### src/shared/sync_start_pkg.sv
// Package with register map, field positions and timing for sync start
`default_nettype none
package sync_start_pkg;
    // Register byte offsets (AHB-Lite word addresses)
    localparam logic [7:0] OFS_PRE_OPERATION_MODE = 8'h00;
    localparam logic [7:0] OFS_ENVIRONMENT_CONFIG_1 = 8'h04;
    localparam logic [7:0] OFS_AXIS_STATUS = 8'h08;
    localparam logic [7:0] OFS_EVENT_IRQ_ENABLE = 8'h0c;
    localparam logic [7:0] OFS_EVENT_IRQ_CAUSE = 8'h10;
    localparam logic [7:0] OFS_OPERATION_MODE = 8'h14;
    localparam logic [7:0] OFS_COMMAND = 8'h18;
    // Field positions
    localparam int SYNC_MODE_LO = 18;
    localparam logic [1:0] SYNC_MODE_CSTART = 2'h1;
    localparam int EDGE_SEL_BIT = 18;
    localparam int ALT_POL_BIT = 24;
    localparam int ALT_EN_BIT = 30;
    localparam int ST_LINE_BIT = 5;
    localparam int ST_ALT_BIT = 8;
    localparam int IRQ_EN_BIT = 12;
    localparam int IRQ_CAUSE_BIT = 13;
    // Operation condition codes
    localparam logic [3:0] COND_IDLE = 4'h0;
    localparam logic [3:0] COND_WAIT_START = 4'h2;
    localparam logic [3:0] COND_RUN = 4'h1;
    // Command codes
    localparam logic [7:0] CMD_START = 8'h01;
    localparam logic [7:0] CMD_SIM_START = 8'h06;
    localparam logic [7:0] CMD_OWN_START = 8'h2a;
    localparam logic [7:0] CMD_IMM_STOP = 8'h49;
    // One-shot length in reference clock cycles
    localparam int ONESHOT_CYCLES = 8;
    localparam logic [31:0] REG_RESET = 32'h0000_0000;
    // AHB codes
    localparam logic [1:0] HTRANS_NONSEQ = 2'h2;
    localparam logic [1:0] HTRANS_SEQ = 2'h3;
    localparam logic HRESP_OKAY = 1'b0;
    // Axis states
    typedef enum logic [1:0] {AX_IDLE, AX_WAIT, AX_RUN} axis_state_e;
endpackage : sync_start_pkg
`default_nettype wire

### src/design/axis_external_sync_start.sv
// Sync start logic for one axis with AHB-Lite register slave
// Behaviour
// - Mode 01 waits for start line low
// - Start line always active low
// - Start command enters wait state
// - Condition code 0010 while waiting
// - Status bit 5 mirrors active line
// - Config bit 18 selects level or edge
// - Level mode starts at once if low
// - Command 06h drives line low 8 cycles
// - Own one-shot sensed as start input
// - Command 2Ah starts own axis only
// - All waiting axes start on common line
// - Non-sync start runs axis independently
// - Command 49h leaves wait without start
// - Enable bit 12 gates start-line interrupt
// - Cause bit 13 flags start-line event
// - Alternate input replaces line when enabled
// - Config bit 24 sets alternate polarity
// - Status bit 8 shows active alternate
//
// Decided for this implementation: the address map and the AHB-Lite interface to the registers.
`timescale 1ns/1ps
`default_nettype none
module axis_external_sync_start
    import sync_start_pkg::*;
(
    input wire logic clk,
    input wire logic rst,
    input wire logic hsel,
    input wire logic [7:0] haddr,
    input wire logic [1:0] htrans,
    input wire logic hwrite,
    input wire logic [2:0] hsize,
    input wire logic [31:0] hwdata,
    input wire logic hready,
    output logic [31:0] hrdata,
    output logic hreadyout,
    output logic hresp,
    input wire logic start_line_in,
    output logic start_line_out,
    output logic start_line_oe_n,
    input wire logic alternate_start_input,
    output logic irq,
    output logic feeding
);
    import sync_start_pkg::*;

    // Captured address phase
    logic wr_pend_q;
    logic [7:0] addr_q;
    // Register storage
    logic [31:0] pre_operation_mode_q;
    logic [31:0] environment_config_1_q;
    logic [31:0] event_irq_enable_q;
    logic [31:0] operation_mode_q;
    logic cause_q;
    // Synchronisers, first stage read only by second
    logic line_s1_q, line_s2_q, line_s3_q;
    logic alt_s1_q, alt_s2_q, alt_s3_q;
    // One-shot counter
    logic [3:0] shot_cnt_q;
    axis_state_e state_q;
    logic [31:0] rdata_d;

    // Command decode from write data phase
    logic cmd_wr;
    logic [7:0] cmd;
    assign cmd_wr = wr_pend_q && (addr_q == OFS_COMMAND);
    assign cmd = hwdata[7:0];

    // Derived selections
    logic sync_mode, edge_mode, alt_en, alt_pol;
    assign sync_mode = pre_operation_mode_q[SYNC_MODE_LO +: 2]
                       == SYNC_MODE_CSTART;
    assign edge_mode = environment_config_1_q[EDGE_SEL_BIT];
    assign alt_en = environment_config_1_q[ALT_EN_BIT];
    assign alt_pol = environment_config_1_q[ALT_POL_BIT];

    // Active line: fixed low-true, no inversion option
    logic line_act, line_act_prev;
    assign line_act = ~line_s2_q;
    assign line_act_prev = ~line_s3_q;
    // Alternate input after polarity
    logic alt_act, alt_act_prev;
    assign alt_act = alt_pol ? alt_s2_q : ~alt_s2_q;
    assign alt_act_prev = alt_pol ? alt_s3_q : ~alt_s3_q;

    // Trigger source chosen per axis
    logic src_act, src_prev, trig;
    assign src_act = alt_en ? alt_act : line_act;
    assign src_prev = alt_en ? alt_act_prev : line_act_prev;
    // Edge mode fires on fresh activation only
    assign trig = edge_mode ? (src_act && !src_prev) : src_act;

    // Synchronise line and alternate input
    always_ff @(posedge clk or posedge rst) begin
        if (rst) begin
            line_s1_q <= 1'b1;
            line_s2_q <= 1'b1;
            line_s3_q <= 1'b1;
            // Idle level of the negative-logic default, so no false edge
            alt_s1_q <= 1'b1;
            alt_s2_q <= 1'b1;
            alt_s3_q <= 1'b1;
        end else begin
            // Pad reads wire level, so own drive is seen too
            line_s1_q <= start_line_in;
            line_s2_q <= line_s1_q;
            line_s3_q <= line_s2_q;
            alt_s1_q <= alternate_start_input;
            alt_s2_q <= alt_s1_q;
            alt_s3_q <= alt_s2_q;
        end
    end

    // AHB address phase capture; zero wait states
    always_ff @(posedge clk or posedge rst) begin
        if (rst) begin
            wr_pend_q <= 1'b0;
            addr_q <= 8'h00;
        end else if (hready) begin
            wr_pend_q <= hsel && hwrite && htrans[1];
            addr_q <= haddr;
        end
    end

    // Read data registered at address phase
    always_comb begin
        rdata_d = 32'h0000_0000;
        unique case (haddr)
            OFS_PRE_OPERATION_MODE: rdata_d = pre_operation_mode_q;
            OFS_ENVIRONMENT_CONFIG_1: rdata_d = environment_config_1_q;
            OFS_AXIS_STATUS: begin
                rdata_d[3:0] = (state_q == AX_WAIT) ? COND_WAIT_START
                    : (state_q == AX_RUN) ? COND_RUN : COND_IDLE;
                rdata_d[ST_LINE_BIT] = line_act;
                rdata_d[ST_ALT_BIT] = alt_act;
            end
            OFS_EVENT_IRQ_ENABLE: rdata_d = event_irq_enable_q;
            OFS_EVENT_IRQ_CAUSE: rdata_d[IRQ_CAUSE_BIT] = cause_q;
            OFS_OPERATION_MODE: rdata_d = operation_mode_q;
            // Unmapped addresses read zero
            default: rdata_d = 32'h0000_0000;
        endcase
    end

    // Read data output register
    always_ff @(posedge clk or posedge rst) begin
        if (rst) begin
            hrdata <= 32'h0000_0000;
        end else if (hready && hsel && !hwrite && htrans[1]) begin
            hrdata <= rdata_d;
        end
    end

    // Slave never stalls and always answers OKAY
    always_ff @(posedge clk or posedge rst) begin
        if (rst) begin
            hreadyout <= 1'b1;
            hresp <= HRESP_OKAY;
        end else begin
            hreadyout <= 1'b1;
            hresp <= HRESP_OKAY;
        end
    end

    // Configuration register writes
    always_ff @(posedge clk or posedge rst) begin
        if (rst) begin
            pre_operation_mode_q <= REG_RESET;
            environment_config_1_q <= REG_RESET;
            event_irq_enable_q <= REG_RESET;
            operation_mode_q <= REG_RESET;
        end else if (wr_pend_q) begin
            unique case (addr_q)
                OFS_PRE_OPERATION_MODE: pre_operation_mode_q <= hwdata;
                OFS_ENVIRONMENT_CONFIG_1: environment_config_1_q <= hwdata;
                OFS_EVENT_IRQ_ENABLE: event_irq_enable_q <= hwdata;
                OFS_OPERATION_MODE: operation_mode_q <= hwdata;
                // Read-only and command locations store nothing
                default: ;
            endcase
        end
    end

    // One-shot driver for the shared line
    always_ff @(posedge clk or posedge rst) begin
        if (rst) begin
            shot_cnt_q <= 4'h0;
        end else if (cmd_wr && cmd == CMD_SIM_START) begin
            shot_cnt_q <= 4'(ONESHOT_CYCLES);
        end else if (shot_cnt_q != 4'h0) begin
            shot_cnt_q <= shot_cnt_q - 4'h1;
        end
    end

    // Pin drive: output fixed low, enable low while driving
    always_ff @(posedge clk or posedge rst) begin
        if (rst) begin
            start_line_out <= 1'b0;
            start_line_oe_n <= 1'b1;
        end else begin
            start_line_out <= 1'b0;
            // Open-drain: only ever pulls low, never drives high
            start_line_oe_n <= !((cmd_wr && cmd == CMD_SIM_START)
                || shot_cnt_q > 4'h1);
        end
    end

    // Axis state machine
    always_ff @(posedge clk or posedge rst) begin
        if (rst) begin
            state_q <= AX_IDLE;
        end else if (cmd_wr && cmd == CMD_IMM_STOP) begin
            state_q <= AX_IDLE;
        end else begin
            unique case (state_q)
                AX_IDLE: begin
                    if (cmd_wr && cmd == CMD_START) begin
                        if (!sync_mode) begin
                            state_q <= AX_RUN;
                        end else if (!edge_mode && src_act) begin
                            state_q <= AX_RUN;
                        end else begin
                            state_q <= AX_WAIT;
                        end
                    end
                end
                AX_WAIT: begin
                    if (cmd_wr && cmd == CMD_OWN_START) begin
                        state_q <= AX_RUN;
                    end else if (trig) begin
                        state_q <= AX_RUN;
                    end
                end
                // Run holds until stopped; pulse logic lives elsewhere
                AX_RUN: ;
            endcase
        end
    end

    // Feeding flag follows run state
    always_ff @(posedge clk or posedge rst) begin
        if (rst) begin
            feeding <= 1'b0;
        end else begin
            feeding <= (state_q == AX_RUN);
        end
    end

    // Start-line event: set wins over read-clear
    logic line_event, cause_rd;
    assign line_event = line_act && !line_act_prev;
    assign cause_rd = hready && hsel && !hwrite && htrans[1]
                      && haddr == OFS_EVENT_IRQ_CAUSE;
    always_ff @(posedge clk or posedge rst) begin
        if (rst) begin
            cause_q <= 1'b0;
        end else if (line_event && event_irq_enable_q[IRQ_EN_BIT]) begin
            cause_q <= 1'b1;
        end else if (cause_rd) begin
            cause_q <= 1'b0;
        end
    end

    // Interrupt output from the sticky cause
    always_ff @(posedge clk or posedge rst) begin
        if (rst) begin
            irq <= 1'b0;
        end else begin
            irq <= cause_q && event_irq_enable_q[IRQ_EN_BIT];
        end
    end

    // Checks: every assertion below watches what this block drives

    // The own one-shot holds the wire low for exactly its length
    AST_SIM_START_SHOT: assert property (
        @(posedge clk) disable iff (rst)
        (cmd_wr && cmd == CMD_SIM_START)
        |=> !start_line_oe_n [*8] ##1 start_line_oe_n
    ) else $error("one-shot length wrong");

    // No drive at all once the one-shot has run out
    AST_PIN_RELEASED: assert property (
        @(posedge clk) disable iff (rst)
        (shot_cnt_q <= 4'h1 && !(cmd_wr && cmd == CMD_SIM_START))
        |=> start_line_oe_n
    ) else $error("wire driven outside a one-shot");

    // The pad only ever sinks, so it cannot fight other drivers
    AST_PIN_SINKS_ONLY: assert property (
        @(posedge clk) disable iff (rst)
        !start_line_out
    ) else $error("start wire driven high");

    // A sync start arms the wait unless a level start applies
    AST_WAIT_COND: assert property (
        @(posedge clk) disable iff (rst)
        (state_q == AX_IDLE && cmd_wr && cmd == CMD_START && sync_mode
         && (edge_mode || !src_act))
        |=> state_q == AX_WAIT
    ) else $error("start did not arm wait");

    // Level mode with the source already active starts at once
    AST_LEVEL_IMMEDIATE: assert property (
        @(posedge clk) disable iff (rst)
        (state_q == AX_IDLE && cmd_wr && cmd == CMD_START && sync_mode
         && !edge_mode && src_act) |=> state_q == AX_RUN
    ) else $error("level start not immediate");

    // Outside sync mode the start command runs the axis alone
    AST_NONSYNC_RUN: assert property (
        @(posedge clk) disable iff (rst)
        (state_q == AX_IDLE && cmd_wr && cmd == CMD_START && !sync_mode)
        |=> state_q == AX_RUN
    ) else $error("plain start failed");

    // Immediate stop drops the wait without a start
    AST_STOP_RELEASE: assert property (
        @(posedge clk) disable iff (rst)
        (state_q == AX_WAIT && cmd_wr && cmd == CMD_IMM_STOP)
        |=> state_q == AX_IDLE
    ) else $error("stop did not release wait");

    // Own-axis start runs this axis and leaves the wire alone
    AST_OWN_START: assert property (
        @(posedge clk) disable iff (rst)
        (state_q == AX_WAIT && cmd_wr && cmd == CMD_OWN_START)
        |=> state_q == AX_RUN && start_line_oe_n
    ) else $error("own start misbehaved");

    // A trigger on the selected source releases a waiting axis
    AST_TRIG_START: assert property (
        @(posedge clk) disable iff (rst)
        (state_q == AX_WAIT && trig && !cmd_wr) |=> state_q == AX_RUN
    ) else $error("waiting axis missed trigger");

    // Edge mode ignores a source that was already active
    AST_EDGE_NO_LEVEL: assert property (
        @(posedge clk) disable iff (rst)
        (state_q == AX_WAIT && edge_mode && src_act && src_prev && !cmd_wr)
        |=> state_q == AX_WAIT
    ) else $error("edge mode fired on level");

    // A status read while waiting returns the waiting code
    AST_STATUS_WAIT: assert property (
        @(posedge clk) disable iff (rst)
        (state_q == AX_WAIT && hready && hsel && !hwrite && htrans[1]
         && haddr == OFS_AXIS_STATUS)
        |=> hrdata[3:0] == COND_WAIT_START
    ) else $error("waiting condition code wrong");

    // Feeding follows the run state one cycle later
    AST_FEED_FOLLOWS: assert property (
        @(posedge clk) disable iff (rst)
        state_q == AX_RUN |=> feeding
    ) else $error("feeding flag missing in run");

    // An enabled line event sets the cause, then the interrupt
    AST_IRQ_CAUSE: assert property (
        @(posedge clk) disable iff (rst)
        (line_event && event_irq_enable_q[IRQ_EN_BIT]) |=> cause_q ##1 irq
    ) else $error("start-line interrupt missing");

    // A cleared enable bit keeps the interrupt low
    AST_NO_IRQ_MASKED: assert property (
        @(posedge clk) disable iff (rst)
        !event_irq_enable_q[IRQ_EN_BIT] |=> !irq
    ) else $error("masked interrupt asserted");

    // Main scenarios the stimulus is expected to reach
    COV_EDGE_START: cover property (@(posedge clk) disable iff (rst)
        state_q == AX_WAIT && edge_mode && trig);
    COV_SIM_START: cover property (@(posedge clk) disable iff (rst)
        state_q == AX_WAIT && !start_line_oe_n ##[1:6] state_q == AX_RUN);
    COV_OWN_START: cover property (@(posedge clk) disable iff (rst)
        state_q == AX_WAIT && cmd_wr && cmd == CMD_OWN_START);
    COV_ALT_START: cover property (@(posedge clk) disable iff (rst)
        state_q == AX_WAIT && alt_en && trig);
    COV_STOP_WAIT: cover property (@(posedge clk) disable iff (rst)
        state_q == AX_WAIT && cmd_wr && cmd == CMD_IMM_STOP);
endmodule : axis_external_sync_start
`default_nettype wire

### config.mk
export PLATFORM = sky130hd
export DESIGN_NAME = axis_external_sync_start
export DESIGN_NICKNAME = d
export VERILOG_FILES = /design/src/shared/sync_start_pkg.sv /design/src/design/axis_external_sync_start.sv
export SDC_FILE = /design/constraint.sdc
export NUM_CORES = 1
export LEC_CHECK = 0
export CORE_UTILIZATION = 45
export DETAILED_ROUTE_END_ITERATION = 10
export DONT_BUFFER_PORTS = 1
export PLACE_DENSITY = 0.72
export SLEW_MARGIN = 20
export SYNTH_ARGS = -nofsm -noshare
export SYNTH_HDL_FRONTEND = slang
export SYNTH_SLANG_ARGS = --single-unit
### constraint.sdc
create_clock -name clk -period 7.3 [get_ports clk]
set_input_delay 1.46 -clock clk [delete_from_list [all_inputs] [get_ports clk]]
set_output_delay 1.46 -clock clk [all_outputs]
set_load 0.01 [all_outputs]
==> impl_metrics.env <==
export IMPL_status="completed"
export IMPL_drtIter0Drc=438
export IMPL_routedWlPerCell_um=22.1
export IMPL_grt_pass1_wl_um=29700
export IMPL_cts_setup_buffers=0
export IMPL_hold_viol_final=0
export IMPL_syn_to_final_growth_pct=9.96
export IMPL_cp_data_required_time_ns=7.66
export IMPL_crit_path_cell_trace="or4_1 > or3_1 > nor2_8 > a22o_2"
export IMPL_dp_slack_ns=3.93
export IMPL_setup_ws_ns=4.35
export IMPL_finalCritPeriodShare_pct=40.3
export IMPL_stdcell_count=861
export IMPL_core_um2=17900
export IMPL_fin_skew_ns=0.0134
export IMPL_use_met3_pct=7.11
export IMPL_met2_usage_pct=34.0
export IMPL_gp_congestion=0.789
export IMPL_post_route_min_period_ns=2.95
export IMPL_vdd_drop_max_mv=0.181
export IMPL_power_density_nw_per_um2=248
export IMPL_numCtsBuffers=17
export IMPL_ys_flop_type="dfrtp_1"
export IMPL_ys_seq_area_share_pct=56.5
export IMPL_ys_types=48
export IMPL_arrival_ns=3.31
export IMPL_synth_warnings=0
export IMPL_hp_class="register to register"
export IMPL_drt_wl_total_um=19100
export IMPL_pin_count=90
export IMPL_root_buffer="clkbuf_16"
export IMPL_via_count=5137
export IMPL_regArea_um2=4640
export IMPL_setup_violations=0
export IMPL_cts_tree="built"
export IMPL_clock_latency_ns=0.43
export IMPL_crit_type="input pin to register"
export IMPL_ys_ff_latch=185
export IMPL_crit_family="simple AND/OR/NAND/NOR gates"
export IMPL_drt_pass1_iterations=7
export IMPL_dpl_cell_count=830
export IMPL_grt_ovfl_total=0
export IMPL_synthCells=635
export IMPL_fillerInstances=1482
export IMPL_vias_per_cell=5.97
export IMPL_synth_common_cells="178 x dfrtp_1, 161 x mux2_2, 47 x nand2_1"
export IMPL_crit_path_start_kind="input pin"
export IMPL_n_antenna_cell=0
export IMPL_ant_nets=0
export IMPL_synth_avg_cell_area_um2=12.9
export IMPL_antenna_found_initial=0
export IMPL_multiInputGateArea_um2=3330
export IMPL_port_buffer_count=0
export IMPL_finalPower_mw=2.23
export IMPL_p_leak_nw=4.10
export IMPL_drc=0
export IMPL_yosysTopAreaCellShare_pct=54.3
export IMPL_crit_buf_inv=0
export IMPL_nNetsFinal=674
export IMPL_fmax_mhz=340
export IMPL_clock_sinks=185
export IMPL_synth_edf_count=0
export IMPL_fin_setup_tns_ns=0
export IMPL_worst_slew_pin_slew_ns=0.983
export IMPL_grt_pass1_vias=5430
export IMPL_syn_area_um2=8200
export IMPL_worstSetupEndpointType="register"
export IMPL_max_stage_delay_ns=0.57
export IMPL_start_util_pct=45.8
export IMPL_met1_usage_pct=27.2
export IMPL_critPathMaxFanout=25
export IMPL_hold_buffers=0
export IMPL_rsz0062_at_grt="false"
export IMPL_synth_async_reset_ratio_pct=100
export IMPL_clk_pin_slew_ns=0.07
export IMPL_clock_path_buffers=2
export IMPL_yosysMostFrequentCell="dfrtp_1"
export IMPL_max_cap_viol_count=0
export IMPL_synth_top_area_cell="dfrtp_1"
export IMPL_num_rows=49
export IMPL_grt_use_total_pct=21.5
export IMPL_dieArea_um2=18800
export IMPL_die_h_um=137
export IMPL_slew_headroom_pct=34.5
export IMPL_die_w_um=137
export IMPL_synth_top_cells_by_area="dfrtp_1 54%, mux2_2 22%, a22oi_1 2.7%, o21ai_0 2.4%, dfstp_2 2.2%"
export IMPL_slowest_stage="or3_1"
export IMPL_layout_drive_gt1_share_pct=36.9
export IMPL_busiest_layer="met2"
export IMPL_dp_hpwl_um=11700
export IMPL_h_tree_depth=4
export IMPL_cts_resized=0
export IMPL_maxSlewViolCount=0
export IMPL_grt_max_degree=106
[final timing paths]
check	slack, ns	to	cells after the start	from
min in group asynchronous	1.09	shot_cnt_q[3]$_DFFE_PP0P_	1	rst
max reg2reg	4.93	pre_operation_mode_q[13]$_DFFE_PP0P_	6	addr_q[5]$_DFFE_PP0P_
max	4.35	hrdata[30]$_DFFE_PP0N_	4	haddr[1]
min reg2reg	0.36	alt_s2_q$_DFF_PP1_	0	alt_s1_q$_DFF_PP1_
max in group asynchronous	4.71	event_irq_enable_q[9]$_DFFE_PP0P_	2	rst
min	0.36	alt_s2_q$_DFF_PP1_	0	alt_s1_q$_DFF_PP1_
[metrics by stage]
stage | hold slack, ns | area, um^2 | util, %
floorplan | 0.345 | 8210 | -
global placement | 0.349 | 8350 | 46.6
detailed placement | 0.353 | 8400 | 46.9
CTS | 0.359 | 9020 | 50.4
global route | 0.364 | 9020 | 50.4
finish | 0.357 | 9020 | 50.4
[cells by family (layout without fill, tap and decap cells)]
kind of cell    after synthesis  count (layout)  synth area share, %
flops                       185             185                 56.5
mux                         168             168                 23.0
compound gates              117             117                 10.1
simple gates                106             106                 6.68
buf+inv                      53              49                 3.17
fa+ha+maj                     2               2                0.305
other cells                   2               3               0.0915
xor+xnor                      2               2                0.214
[layout by cell type (no fill, tap or decap), types with 2 or more instances in the layout]
cell type,n
nor2_1,15
clkinv_4,2
a22o_1,12
inv_8,3
nand2_1,47
a21oi_1,9
nand4_1,3
ha_1,2
or3_1,3
inv_6,3
buf_16,2
buf_4,7
a22oi_1,30
mux2i_1,7
and2_1,2
nor4b_1,6
and3_1,2
nand2b_1,3
inv_1,8
conb_1,3
mux2_2,161
a22o_2,18
bufinv_16,3
dfrtp_1,178
o21ai_0,39
dfstp_2,7
nor4_1,5
clkbuf_16,17
nor2b_1,4
clkinvlp_4,3
nor3_1,5
nor3b_4,2
[area by class of cell]
cell class	count	share of cell area [%]
Clock buffer	18	4.87
Clock inverter	13	2.01
Inverter	9	0.430
Multi-Input combinational cell	398	36.9
Sequential cell	185	51.4
Tap cell	229	3.18
Timing Repair Buffer	9	1.19
[sequential cells by signal, summed over array words and instances, names as in the netlist]
| name | count |
|---|---|
| state_q | 2 |
| wr_pend_q | 1 |
| cause_q | 1 |
| hrdata | 32 |
| line_s3_q | 1 |
| alt_s1_q | 1 |
| event_irq_enable_q | 32 |
| environment_config_1_q | 32 |
| line_s1_q | 1 |
| alt_s2_q | 1 |
| irq | 1 |
| addr_q | 8 |
| pre_operation_mode_q | 32 |
| start_line_oe_n | 1 |
| line_s2_q | 1 |
| operation_mode_q | 32 |
| shot_cnt_q | 4 |
| alt_s3_q | 1 |
| feeding | 1 |
[report_power, final]
part	internal (mW)	switching, mW	total, mW
Clock	0.557	0.403	0.960
Sequential	1.08	0.0365	1.12
Combinational	0.0735	0.0825	0.156
[routing by layer]
metal / vias up / share of wire [%]
met5: - / 0
met4: 0 / 1.9
met3: 23 / 6.8
met2: 146 / 49
met1: 2697 / 43
li1: 2271 / -
No activity file was read; power rests on OpenSTA's default activity.
